<file path="src/logic/ieprc_pkg.sv">
package ieprc_pkg;

    localparam int NUM_SRC    = 18;
    localparam int NUM_EN_SRC = 10;
    localparam int NUM_PR_SRC = 8;
    localparam int NUM_REGS   = 3;
    localparam int PRIO_W     = 3;
    localparam int REG_W      = 16;
    localparam int ADDR_W     = 8;
    localparam int SRC_IDX_W  = 5;

    localparam logic [ADDR_W-1:0] OFF_EN [NUM_REGS] = '{8'h00, 8'h04, 8'h08};
    localparam logic [ADDR_W-1:0] OFF_PR [NUM_REGS] = '{8'h0C, 8'h10, 8'h14};
    localparam logic [ADDR_W-1:0] OFF_FLAG_STATUS   = 8'h18;
    localparam logic [ADDR_W-1:0] OFF_FLAG_MASK     = 8'h1C;

    localparam logic [REG_W-1:0]   EN_RST_VAL     = 16'h0000;
    localparam logic [PRIO_W-1:0]  PRIO_FIELD_RST = 3'b100;
    localparam logic [PRIO_W-1:0]  PRIO_DISABLED  = 3'b000;
    localparam logic [NUM_SRC-1:0] FLAG_RST_VAL   = 18'h0_0000;
    localparam logic [NUM_SRC-1:0] MASK_RST_VAL   = 18'h0_0000;

    // Sources 0..9 own an enable bit here; sources 10..17 own a priority field here.
    // Order: pwm_b, pwm_a, scan_port, conv_b, conv_a, comparator_b, pwm_d,
    // conv_g, conv_d, conv_c, then timer_a, compare_out, capture_in, ext_irq_a,
    // timer_b, serial_rx, sync_serial_event, sync_serial_error.
    localparam int EN_REG [NUM_EN_SRC] = '{0, 0, 0, 1, 1, 1, 1, 2, 2, 2};
    localparam int EN_BIT [NUM_EN_SRC] = '{15, 14, 0, 15, 14, 7, 1, 4, 1, 0};
    localparam int PR_REG [NUM_PR_SRC] = '{0, 0, 0, 0, 1, 2, 2, 2};
    localparam int PR_LSB [NUM_PR_SRC] = '{12, 8, 4, 0, 12, 12, 8, 4};

    localparam logic [2:0] HSIZE_WORD = 3'b010;

    typedef enum logic [2:0] {
        BUS_IDLE  = 3'b001,
        BUS_WRITE = 3'b010,
        BUS_READ  = 3'b100
    } ieprc_bus_state_t;

    typedef logic [PRIO_W-1:0] ieprc_prio_t;

endpackage

</file>
<file path="src/logic/ieprc_reg_if.sv">
interface ieprc_reg_if;
    import ieprc_pkg::*;

    logic              wr_stb;
    logic              rd_stb;
    logic [ADDR_W-1:0] addr;
    logic [31:0]       wdata;
    logic [31:0]       rdata;

    modport bus  (output wr_stb, output rd_stb, output addr, output wdata, input rdata);
    modport regs (input wr_stb, input rd_stb, input addr, input wdata, output rdata);
endinterface

</file>
<file path="src/logic/ieprc_top.sv">
// How it works
// - Enable 1 lets a pending request through; 0 blocks it while its flag stays set.
// - Each source has a flag that goes to 1 when its request occurs and reads 0 until then.
// - Each source has a 3-bit priority: 111 is the highest, level 7, and 001 is level 1.
// - A priority of 000 keeps its source from the CPU, whatever the enable bit holds; its flag and irq_out still follow its events.
// - Unimplemented bits of the enable and priority registers read as zero and ignore writes.
// - After reset all enable bits are 0 and every priority field is 100, level 4.
// - Second enable register: conv pair b 15, conv pair a 14, comparator b 7, pwm gen d 1.
// - Third enable register: conversion pair g at bit 4, pair d at bit 1, pair c at bit 0.
// - Priority register 0: timer a 14-12, compare out 10-8, capture in 6-4, ext irq a 2-0.
// - Priority register 1 holds only timer b at 14-12.
// - Priority register 2: serial rx 14-12, sync serial event 10-8, sync serial error 6-4.
//
// Added by the designer: register access over AHB-Lite and the register addresses.
module ieprc_top
    import ieprc_pkg::*;
#(
    parameter logic [NUM_SRC-1:0] SRC_PRESENT = 18'h3_FFFF
)
(
    input  wire logic                          clk_sys,
    input  wire logic                          srst,
    input  wire logic                          hsel,
    input  wire logic [31:0]                   haddr,
    input  wire logic [1:0]                    htrans,
    input  wire logic                          hwrite,
    input  wire logic [2:0]                    hsize,
    input  wire logic [31:0]                   hwdata,
    input  wire logic                          hready,
    output logic      [31:0]                   hrdata,
    output logic                               hreadyout,
    output logic                               hresp,
    input  wire logic [NUM_SRC-1:0]            src_event,
    input  wire logic [NUM_PR_SRC-1:0]         ext_enable,
    input  wire logic [NUM_EN_SRC-1:0][PRIO_W-1:0] ext_prio,
    input  wire logic                          cpu_ack,
    input  wire logic [SRC_IDX_W-1:0]          cpu_ack_src,
    output logic      [NUM_SRC-1:0]            req_pending,
    output logic      [NUM_SRC-1:0][PRIO_W-1:0] req_prio,
    output logic                               cpu_req,
    output logic      [PRIO_W-1:0]             cpu_req_prio,
    output logic      [SRC_IDX_W-1:0]          cpu_req_src,
    output logic                               irq_out
);

    ieprc_reg_if rif ();

    logic [REG_W-1:0]   en_reg [NUM_REGS];
    logic [REG_W-1:0]   pr_reg [NUM_REGS];
    logic [NUM_SRC-1:0] flag_reg;
    logic [NUM_SRC-1:0] flag_next;
    logic [NUM_SRC-1:0] mask_reg;
    logic [NUM_SRC-1:0] src_en;
    logic [NUM_SRC-1:0] fwd;
    ieprc_prio_t        src_pr [NUM_SRC];

    function automatic logic hit(input logic [ADDR_W-1:0] a, input logic [ADDR_W-1:0] off);
        return a == off;
    endfunction

    // Writable bits of an enable register for the sources this build holds.
    function automatic logic [REG_W-1:0] en_mask(input int r);
        logic [REG_W-1:0] m;
        m = '0;
        for (int i = 0; i < NUM_EN_SRC; i++) begin
            if (EN_REG[i] == r && SRC_PRESENT[i]) begin
                m[EN_BIT[i]] = 1'b1;
            end
        end
        return m;
    endfunction

    function automatic logic [REG_W-1:0] pr_mask(input int r);
        logic [REG_W-1:0] m;
        m = '0;
        for (int j = 0; j < NUM_PR_SRC; j++) begin
            if (PR_REG[j] == r && SRC_PRESENT[NUM_EN_SRC+j]) begin
                m[PR_LSB[j] +: PRIO_W] = '1;
            end
        end
        return m;
    endfunction

    function automatic logic [REG_W-1:0] pr_rst(input int r);
        logic [REG_W-1:0] v;
        v = '0;
        for (int j = 0; j < NUM_PR_SRC; j++) begin
            if (PR_REG[j] == r && SRC_PRESENT[NUM_EN_SRC+j]) begin
                v[PR_LSB[j] +: PRIO_W] = PRIO_FIELD_RST;
            end
        end
        return v;
    endfunction

    ieprc_ahb_port u_port (
        .clk_sys   (clk_sys),
        .srst      (srst),
        .hsel      (hsel),
        .haddr     (haddr),
        .htrans    (htrans),
        .hwrite    (hwrite),
        .hsize     (hsize),
        .hwdata    (hwdata),
        .hready    (hready),
        .hrdata    (hrdata),
        .hreadyout (hreadyout),
        .hresp     (hresp),
        .rif       (rif.bus)
    );

    // Only bits named in the field tables are stored, so the rest read as zero.
    // en_reg[0..2] are irq_enable_pwm_jtag, irq_enable_adc_pair_cmp and
    // irq_enable_adc_pair_upper; pr_reg[0..2] are irq_priority_timer_capture,
    // irq_priority_timer2 and irq_priority_serial.
    for (genvar r = 0; r < NUM_REGS; r++) begin : g_regs
        always_ff @(posedge clk_sys) begin
            if (srst) begin
                en_reg[r] <= EN_RST_VAL;
            end else if (rif.wr_stb && hit(rif.addr, OFF_EN[r])) begin
                en_reg[r] <= rif.wdata[REG_W-1:0] & en_mask(r);
            end
        end

        always_ff @(posedge clk_sys) begin
            if (srst) begin
                pr_reg[r] <= pr_rst(r);
            end else if (rif.wr_stb && hit(rif.addr, OFF_PR[r])) begin
                pr_reg[r] <= rif.wdata[REG_W-1:0] & pr_mask(r);
            end
        end
    end

    always_ff @(posedge clk_sys) begin
        if (srst) begin
            mask_reg <= MASK_RST_VAL;
        end else if (rif.wr_stb && hit(rif.addr, OFF_FLAG_MASK)) begin
            mask_reg <= rif.wdata[NUM_SRC-1:0] & SRC_PRESENT;
        end
    end

    // Hiding a field here is not enough: the register itself never holds it.
    for (genvar i = 0; i < NUM_EN_SRC; i++) begin : g_en_src
        assign src_en[i] = en_reg[EN_REG[i]][EN_BIT[i]];
        assign src_pr[i] = ext_prio[i];
    end

    for (genvar j = 0; j < NUM_PR_SRC; j++) begin : g_pr_src
        assign src_en[NUM_EN_SRC+j] = ext_enable[j];
        assign src_pr[NUM_EN_SRC+j] = pr_reg[PR_REG[j]][PR_LSB[j] +: PRIO_W];
    end

    // An event landing on the same edge as a clear wins over the clear.
    always_comb begin
        flag_next = flag_reg;
        if (rif.rd_stb && hit(rif.addr, OFF_FLAG_STATUS)) begin
            flag_next = '0;
        end
        if (cpu_ack && cpu_ack_src < SRC_IDX_W'(NUM_SRC)) begin
            flag_next[cpu_ack_src] = 1'b0;
        end
        flag_next = flag_next | (src_event & SRC_PRESENT);
    end

    always_ff @(posedge clk_sys) begin
        if (srst) begin
            flag_reg <= FLAG_RST_VAL;
        end else begin
            flag_reg <= flag_next;
        end
    end

    // A blocked source keeps its flag; it is only kept from the CPU.
    for (genvar k = 0; k < NUM_SRC; k++) begin : g_fwd
        assign fwd[k] = flag_reg[k] && src_en[k] && SRC_PRESENT[k]
                        && (src_pr[k] != PRIO_DISABLED);
    end

    always_ff @(posedge clk_sys) begin
        if (srst) begin
            req_pending <= '0;
        end else begin
            req_pending <= fwd;
        end
    end

    always_ff @(posedge clk_sys) begin
        if (srst) begin
            req_prio <= '0;
        end else begin
            for (int k = 0; k < NUM_SRC; k++) begin
                req_prio[k] <= fwd[k] ? src_pr[k] : PRIO_DISABLED;
            end
        end
    end

    ieprc_arbiter u_arb (
        .clk_sys   (clk_sys),
        .srst      (srst),
        .req       (fwd),
        .prio      (src_pr),
        .win_valid (cpu_req),
        .win_prio  (cpu_req_prio),
        .win_src   (cpu_req_src)
    );

    always_ff @(posedge clk_sys) begin
        if (srst) begin
            irq_out <= 1'b0;
        end else begin
            irq_out <= |(flag_next & mask_reg);
        end
    end

    always_comb begin
        rif.rdata = '0;
        for (int r = 0; r < NUM_REGS; r++) begin
            if (hit(rif.addr, OFF_EN[r])) begin
                rif.rdata = {16'h0000, en_reg[r]};
            end
            if (hit(rif.addr, OFF_PR[r])) begin
                rif.rdata = {16'h0000, pr_reg[r]};
            end
        end
        if (hit(rif.addr, OFF_FLAG_STATUS)) begin
            rif.rdata = {14'h0000, flag_reg};
        end
        if (hit(rif.addr, OFF_FLAG_MASK)) begin
            rif.rdata = {14'h0000, mask_reg};
        end
    end

endmodule

</file>
<file path="src/logic/ieprc_ahb_port.sv">
module ieprc_ahb_port
    import ieprc_pkg::*;
(
    input  wire logic        clk_sys,
    input  wire logic        srst,
    input  wire logic        hsel,
    input  wire logic [31:0] haddr,
    input  wire logic [1:0]  htrans,
    input  wire logic        hwrite,
    input  wire logic [2:0]  hsize,
    input  wire logic [31:0] hwdata,
    input  wire logic        hready,
    output logic      [31:0] hrdata,
    output logic             hreadyout,
    output logic             hresp,
    ieprc_reg_if.bus         rif
);

    ieprc_bus_state_t  state_reg;
    logic [ADDR_W-1:0] addr_reg;
    logic              word_reg;
    logic              take;

    assign take = hsel && hready && htrans[1] && hreadyout;

    always_ff @(posedge clk_sys) begin
        if (srst) begin
            state_reg <= BUS_IDLE;
        end else begin
            unique case (state_reg)
                BUS_IDLE, BUS_WRITE: begin
                    if (take) begin
                        state_reg <= hwrite ? BUS_WRITE : BUS_READ;
                    end else begin
                        state_reg <= BUS_IDLE;
                    end
                end
                BUS_READ: state_reg <= BUS_IDLE;
                default:  state_reg <= BUS_IDLE;
            endcase
        end
    end

    always_ff @(posedge clk_sys) begin
        if (srst) begin
            addr_reg <= '0;
            word_reg <= 1'b0;
        end else if (take) begin
            addr_reg <= haddr[ADDR_W-1:0];
            word_reg <= (hsize == HSIZE_WORD) && (haddr[1:0] == 2'b00);
        end
    end

    // A read inserts one wait state so that hrdata comes from a flip-flop.
    always_ff @(posedge clk_sys) begin
        if (srst) begin
            hreadyout <= 1'b1;
            hrdata    <= '0;
            hresp     <= 1'b0;
        end else begin
            hresp <= 1'b0;
            if (take && !hwrite) begin
                hreadyout <= 1'b0;
            end else if (state_reg == BUS_READ) begin
                hreadyout <= 1'b1;
                hrdata    <= rif.rdata;
            end
        end
    end

    assign rif.wr_stb = (state_reg == BUS_WRITE) && word_reg;
    assign rif.rd_stb = (state_reg == BUS_READ);
    assign rif.addr   = addr_reg;
    assign rif.wdata  = hwdata;

endmodule

</file>
<file path="src/logic/ieprc_arbiter.sv">
module ieprc_arbiter
    import ieprc_pkg::*;
(
    input  wire logic                   clk_sys,
    input  wire logic                   srst,
    input  wire logic [NUM_SRC-1:0]     req,
    input  wire ieprc_prio_t            prio [NUM_SRC],
    output logic                        win_valid,
    output ieprc_prio_t                 win_prio,
    output logic      [SRC_IDX_W-1:0]   win_src
);

    logic                 best_valid;
    ieprc_prio_t          best_prio;
    logic [SRC_IDX_W-1:0] best_src;

    // Highest priority wins; among equals the lowest source index wins.
    always_comb begin
        best_valid = 1'b0;
        best_prio  = PRIO_DISABLED;
        best_src   = '0;
        for (int i = 0; i < NUM_SRC; i++) begin
            if (req[i] && (!best_valid || prio[i] > best_prio)) begin
                best_valid = 1'b1;
                best_prio  = prio[i];
                best_src   = SRC_IDX_W'(i);
            end
        end
    end

    always_ff @(posedge clk_sys) begin
        if (srst) begin
            win_valid <= 1'b0;
            win_prio  <= PRIO_DISABLED;
            win_src   <= '0;
        end else begin
            win_valid <= best_valid;
            win_prio  <= best_prio;
            win_src   <= best_src;
        end
    end

endmodule

</file>
<file path="config.mk">
export PLATFORM = sky130hd
export DESIGN_NAME = ieprc_top
export DESIGN_NICKNAME = d
export VERILOG_FILES = /design/src/logic/ieprc_pkg.sv /design/src/logic/ieprc_reg_if.sv /design/src/logic/ieprc_top.sv /design/src/logic/ieprc_ahb_port.sv /design/src/logic/ieprc_arbiter.sv
export SDC_FILE = /design/constraint.sdc
export NUM_CORES = 1
export LEC_CHECK = 0
export BUFFER_PORTS_ARGS = -buffer_cell sky130_fd_sc_hd__buf_2
export CORE_MARGIN = 2
export CORE_UTILIZATION = 33
export DETAILED_ROUTE_END_ITERATION = 10
export HOLD_SLACK_MARGIN = 0.02
export SETUP_SLACK_MARGIN = 0.3
export SLEW_MARGIN = 20
export SYNTH_ARGS = -nofsm -noshare
export SYNTH_HDL_FRONTEND = slang
export SYNTH_SLANG_ARGS = --single-unit
</file>
<file path="constraint.sdc">
create_clock -name clk_sys -period 51.7 [get_ports clk_sys]
set_clock_uncertainty 0.1 [all_clocks]
set_input_delay 7.755 -clock clk_sys [delete_from_list [all_inputs] [get_ports clk_sys]]
set_output_delay 7.755 -clock clk_sys [all_outputs]
set_load 0.03 [all_outputs]
</file>
==> results.yml <==
setup_path:
  crit_start: "ext_prio[1]"
  r2r-start: "flag_reg[0]"
  startpoint_type: "input port"
  r2r_cells: 131
  critical_path.max_fanout: 10
  max_stage_delay_ns: 0.62
  end_kind: "flip-flop"
  critPathRequiredTime_ns: 51.91
  arrival_ns: 34.15
  path_class: "input port to flip-flop"
  r2r_slack_ns: 24.59
  endpoint: "u_arb.win_src[3]"
  crit_path_frequent_cell: "a21oi_1"
  r2r_end: "u_arb.win_src[3]"
  slowest_stage: "nor3_1"
power_and_ir_drop:
  comb_power_share_pct: 21.2
  power.total_mw: 0.366
  swShare_pct: 31.7
  power.switching_mw: 0.116
  cellLeakagePower_nw: 4.80
  p_int_mw: 0.250
  ir_drop_v: 0.0000216
  clockPowerShare_pct: 36.6
  pwr-share-seq_pct: 42.1
  power_per_cell_area_nw_per_um2: 32.9
die:
  ioPinCount: 252
  design.core.area_um2: 27600
  core.rowCount: 61
  dieArea_um2: 29300
  die_w_um: 171
  initial_utilization_pct: 33.4
  die_h_um: 171
clock_network:
  clk_pin_slew_ns: 0.07
  cts_num_sinks: 183
  clk_latency_ns: 0.44
  cts_root_buf: "clkbuf_16"
  numCtsBuffers: 17
  postCtsHoldBufs: 0
  cts_setup_buffers: 0
  clockBufferDepth: 2
  cts_resized: 0
  cts_tree: "done"
  cts_max_level: 4
timing:
  hold_violations: 0
  max_freq_mhz: 29.5
  final.min_clock_period_ns: 33.93
  rsz0062_at_grt: "false"
  slew_violations: 0
  fin_ws_ns: 17.77
  fin_crit_sh_pct: 65.6
  tns_ns: 0
  tightest_slew_ns: 0.991
  max_slew_margin_pct: 32.9
  finalSetupViolCount: 0
yosys:
  synth.distinct_cells: 79
  syn_area_per_cell_um2: 8.70
  synth-seq-cells: 183
  async_flop_share_pct: 0
  synth_area_um2: 9220
  synthCells: 1060
  synth.largest_area_cell: "dfxtp_1"
  yosys-top-cells-count: "149 x dfxtp_1, 115 x nand2_1, 110 x nor2_1, 78 x a21oi_1, 63 x inv_1"
  synth_edf_count: 34
  synth-main-ff-cell: "dfxtp_1"
  synth_top_cell_area_share_pct: 32.4
  synth_most_common_cell: "dfxtp_1"
  ys_seq_area_share_pct: 43.4
  yosys-top-cells-area: "dfxtp_1 32%, edfxtp_1 11%, ha_1 5.7%, nand2_1 4.7%, nor2_1 4.5%"
  synth-warning-count: 0
detailed_routing:
  drt_first_pass_iters: 6
  drc: 0
  postRouteAntennaNets: 0
  drtIter0Drc: 670
  wirelength_um: 29700
  viasPerCell: 5.26
  wl_per_cell_um: 18.2
  vias: 8593
cells_and_area:
  drive_gt1_share_pct: 20.9
  layout.nets: 1421
  final_util_pct: 40.2
  design_area_um2: 11100
  area_delta_synth_final_pct: 20.6
  largest_register_ffs: 54
global_route:
  antenna_found_initial: 1
  grt_max_degree: 76
  grt_usage_pct: 19.9
  grt-ovfl-total: 0
  grt_pass1_vias: 7736
  grt_pass1_wl_um: 44400
placement:
  gp_congestion: 0.894
  hpwl_um: 23100
  numPortBuffers: 197
  dpl_cell_area_um2: 10500
  place_ws_ns: 17.80
job:
  drv_cap: 0
worst_hold_path:
  min_path_type: "flip-flop to flip-flop"
run_status:
  outcome: "finished, final reports clean"
[cell families after synthesis]
kind of cell	count (synthesis)	synth area share, %
compound gates	282	21.7
buf+inv	117	5.48
other cells	1	0.0407
flops	183	43.4
fa+ha+maj	43	5.82
simple gates	419	21.8
mux	14	1.63
xor+xnor	1	0.0950
[layout by cell type, fill, tap and decap left out, types with 5 or more instances in the layout]
master	n
nand2_1	115
buf_2	196
o311ai_1	5
o311a_1	8
ha_1	42
nor2_1	110
a211oi_1	16
dfxtp_1	149
nor2b_1	9
nor3_1	44
o21bai_1	6
nand2b_1	12
o21ai_1	6
mux2i_1	9
conb_1	15
and2_1	45
nand3_1	21
o22ai_1	13
a21oi_1	78
a22oi_1	9
and3_1	30
buf_4	7
nor3b_1	5
inv_1	63
a221oi_1	13
clkbuf_16	18
o311ai_0	8
o21a_1	6
a31oi_1	25
edfxtp_1	34
a21o_1	11
o21ai_0	33
[final cells by class]
| class | instances | area, um2 |
|---|---|---|
| timing repair buffer | 203 | 1030 |
| fill | 2893 | 16500 |
| clock buffer | 20 | 458 |
| antenna | 1 | 2.50 |
| clock inverter | 12 | 135 |
| inverter | 64 | 240 |
| sequential | 183 | 4000 |
| tap | 378 | 473 |
| multi-input combinational | 774 | 4770 |
[power groups by stage]
stage / combinational (mW) / sequential (mW) / clock, mW
5_1_grt: 0.0871 / 0.155 / 0.142
3_5_place_dp: 0.0771 / 0.158 / 0
3_3_place_gp: 0.0751 / 0.158 / 0
4_1_cts: 0.0774 / 0.154 / 0.136
6_report: 0.0778 / 0.154 / 0.134
2_1_floorplan: 0.0501 / 0.161 / 0
[per-stage QoR]
| stage | hold slack, ns | std cells |
|---|---|---|
| floorplan | 0.331 | 1074 |
| global placement | 0.338 | 1602 |
| detailed placement | 0.343 | 1602 |
| CTS | 0.353 | 1634 |
| global route | 0.375 | 1635 |
| finish | 0.349 | 1635 |
[metal layers]
layer  wire [um]  up-vias  GRT usage (%)
met1       14000     4053           28.5
met4         439        0           5.60
li1            -     4178              -
met3        1960       32           2.94
met5           0        -              0
met2       13300      330           30.9
[worst min-delay path by stage]
stage	startpoint	to	slack [ns]	cells after the start
final	u_port.rif.addr[5]	u_port.rif.addr[5]	0.35	2
after global routing	u_port.rif.addr[7]	u_port.rif.addr[7]	0.37	2
after CTS	u_port.rif.addr[5]	u_port.rif.addr[5]	0.35	2
after detailed placement	u_port.rif.addr[5]	u_port.rif.addr[5]	0.34	2
after global placement	u_port.rif.addr[5]	u_port.rif.addr[5]	0.34	2
after floorplan	u_port.rif.addr[5]	u_port.rif.addr[5]	0.33	2
[worst max-delay path: cells and delay by family]
family | cells | cell delay (ns)
AOI/OAI and AO/OA | 64 | 12.63
and+or+nand+nor | 39 | 6.77
adders and majority gates | 18 | 5.03
muxes | 3 | 1.17
buffers and inverters | 8 | 0.78
Note: power is estimated with default switching activity, not from simulation.
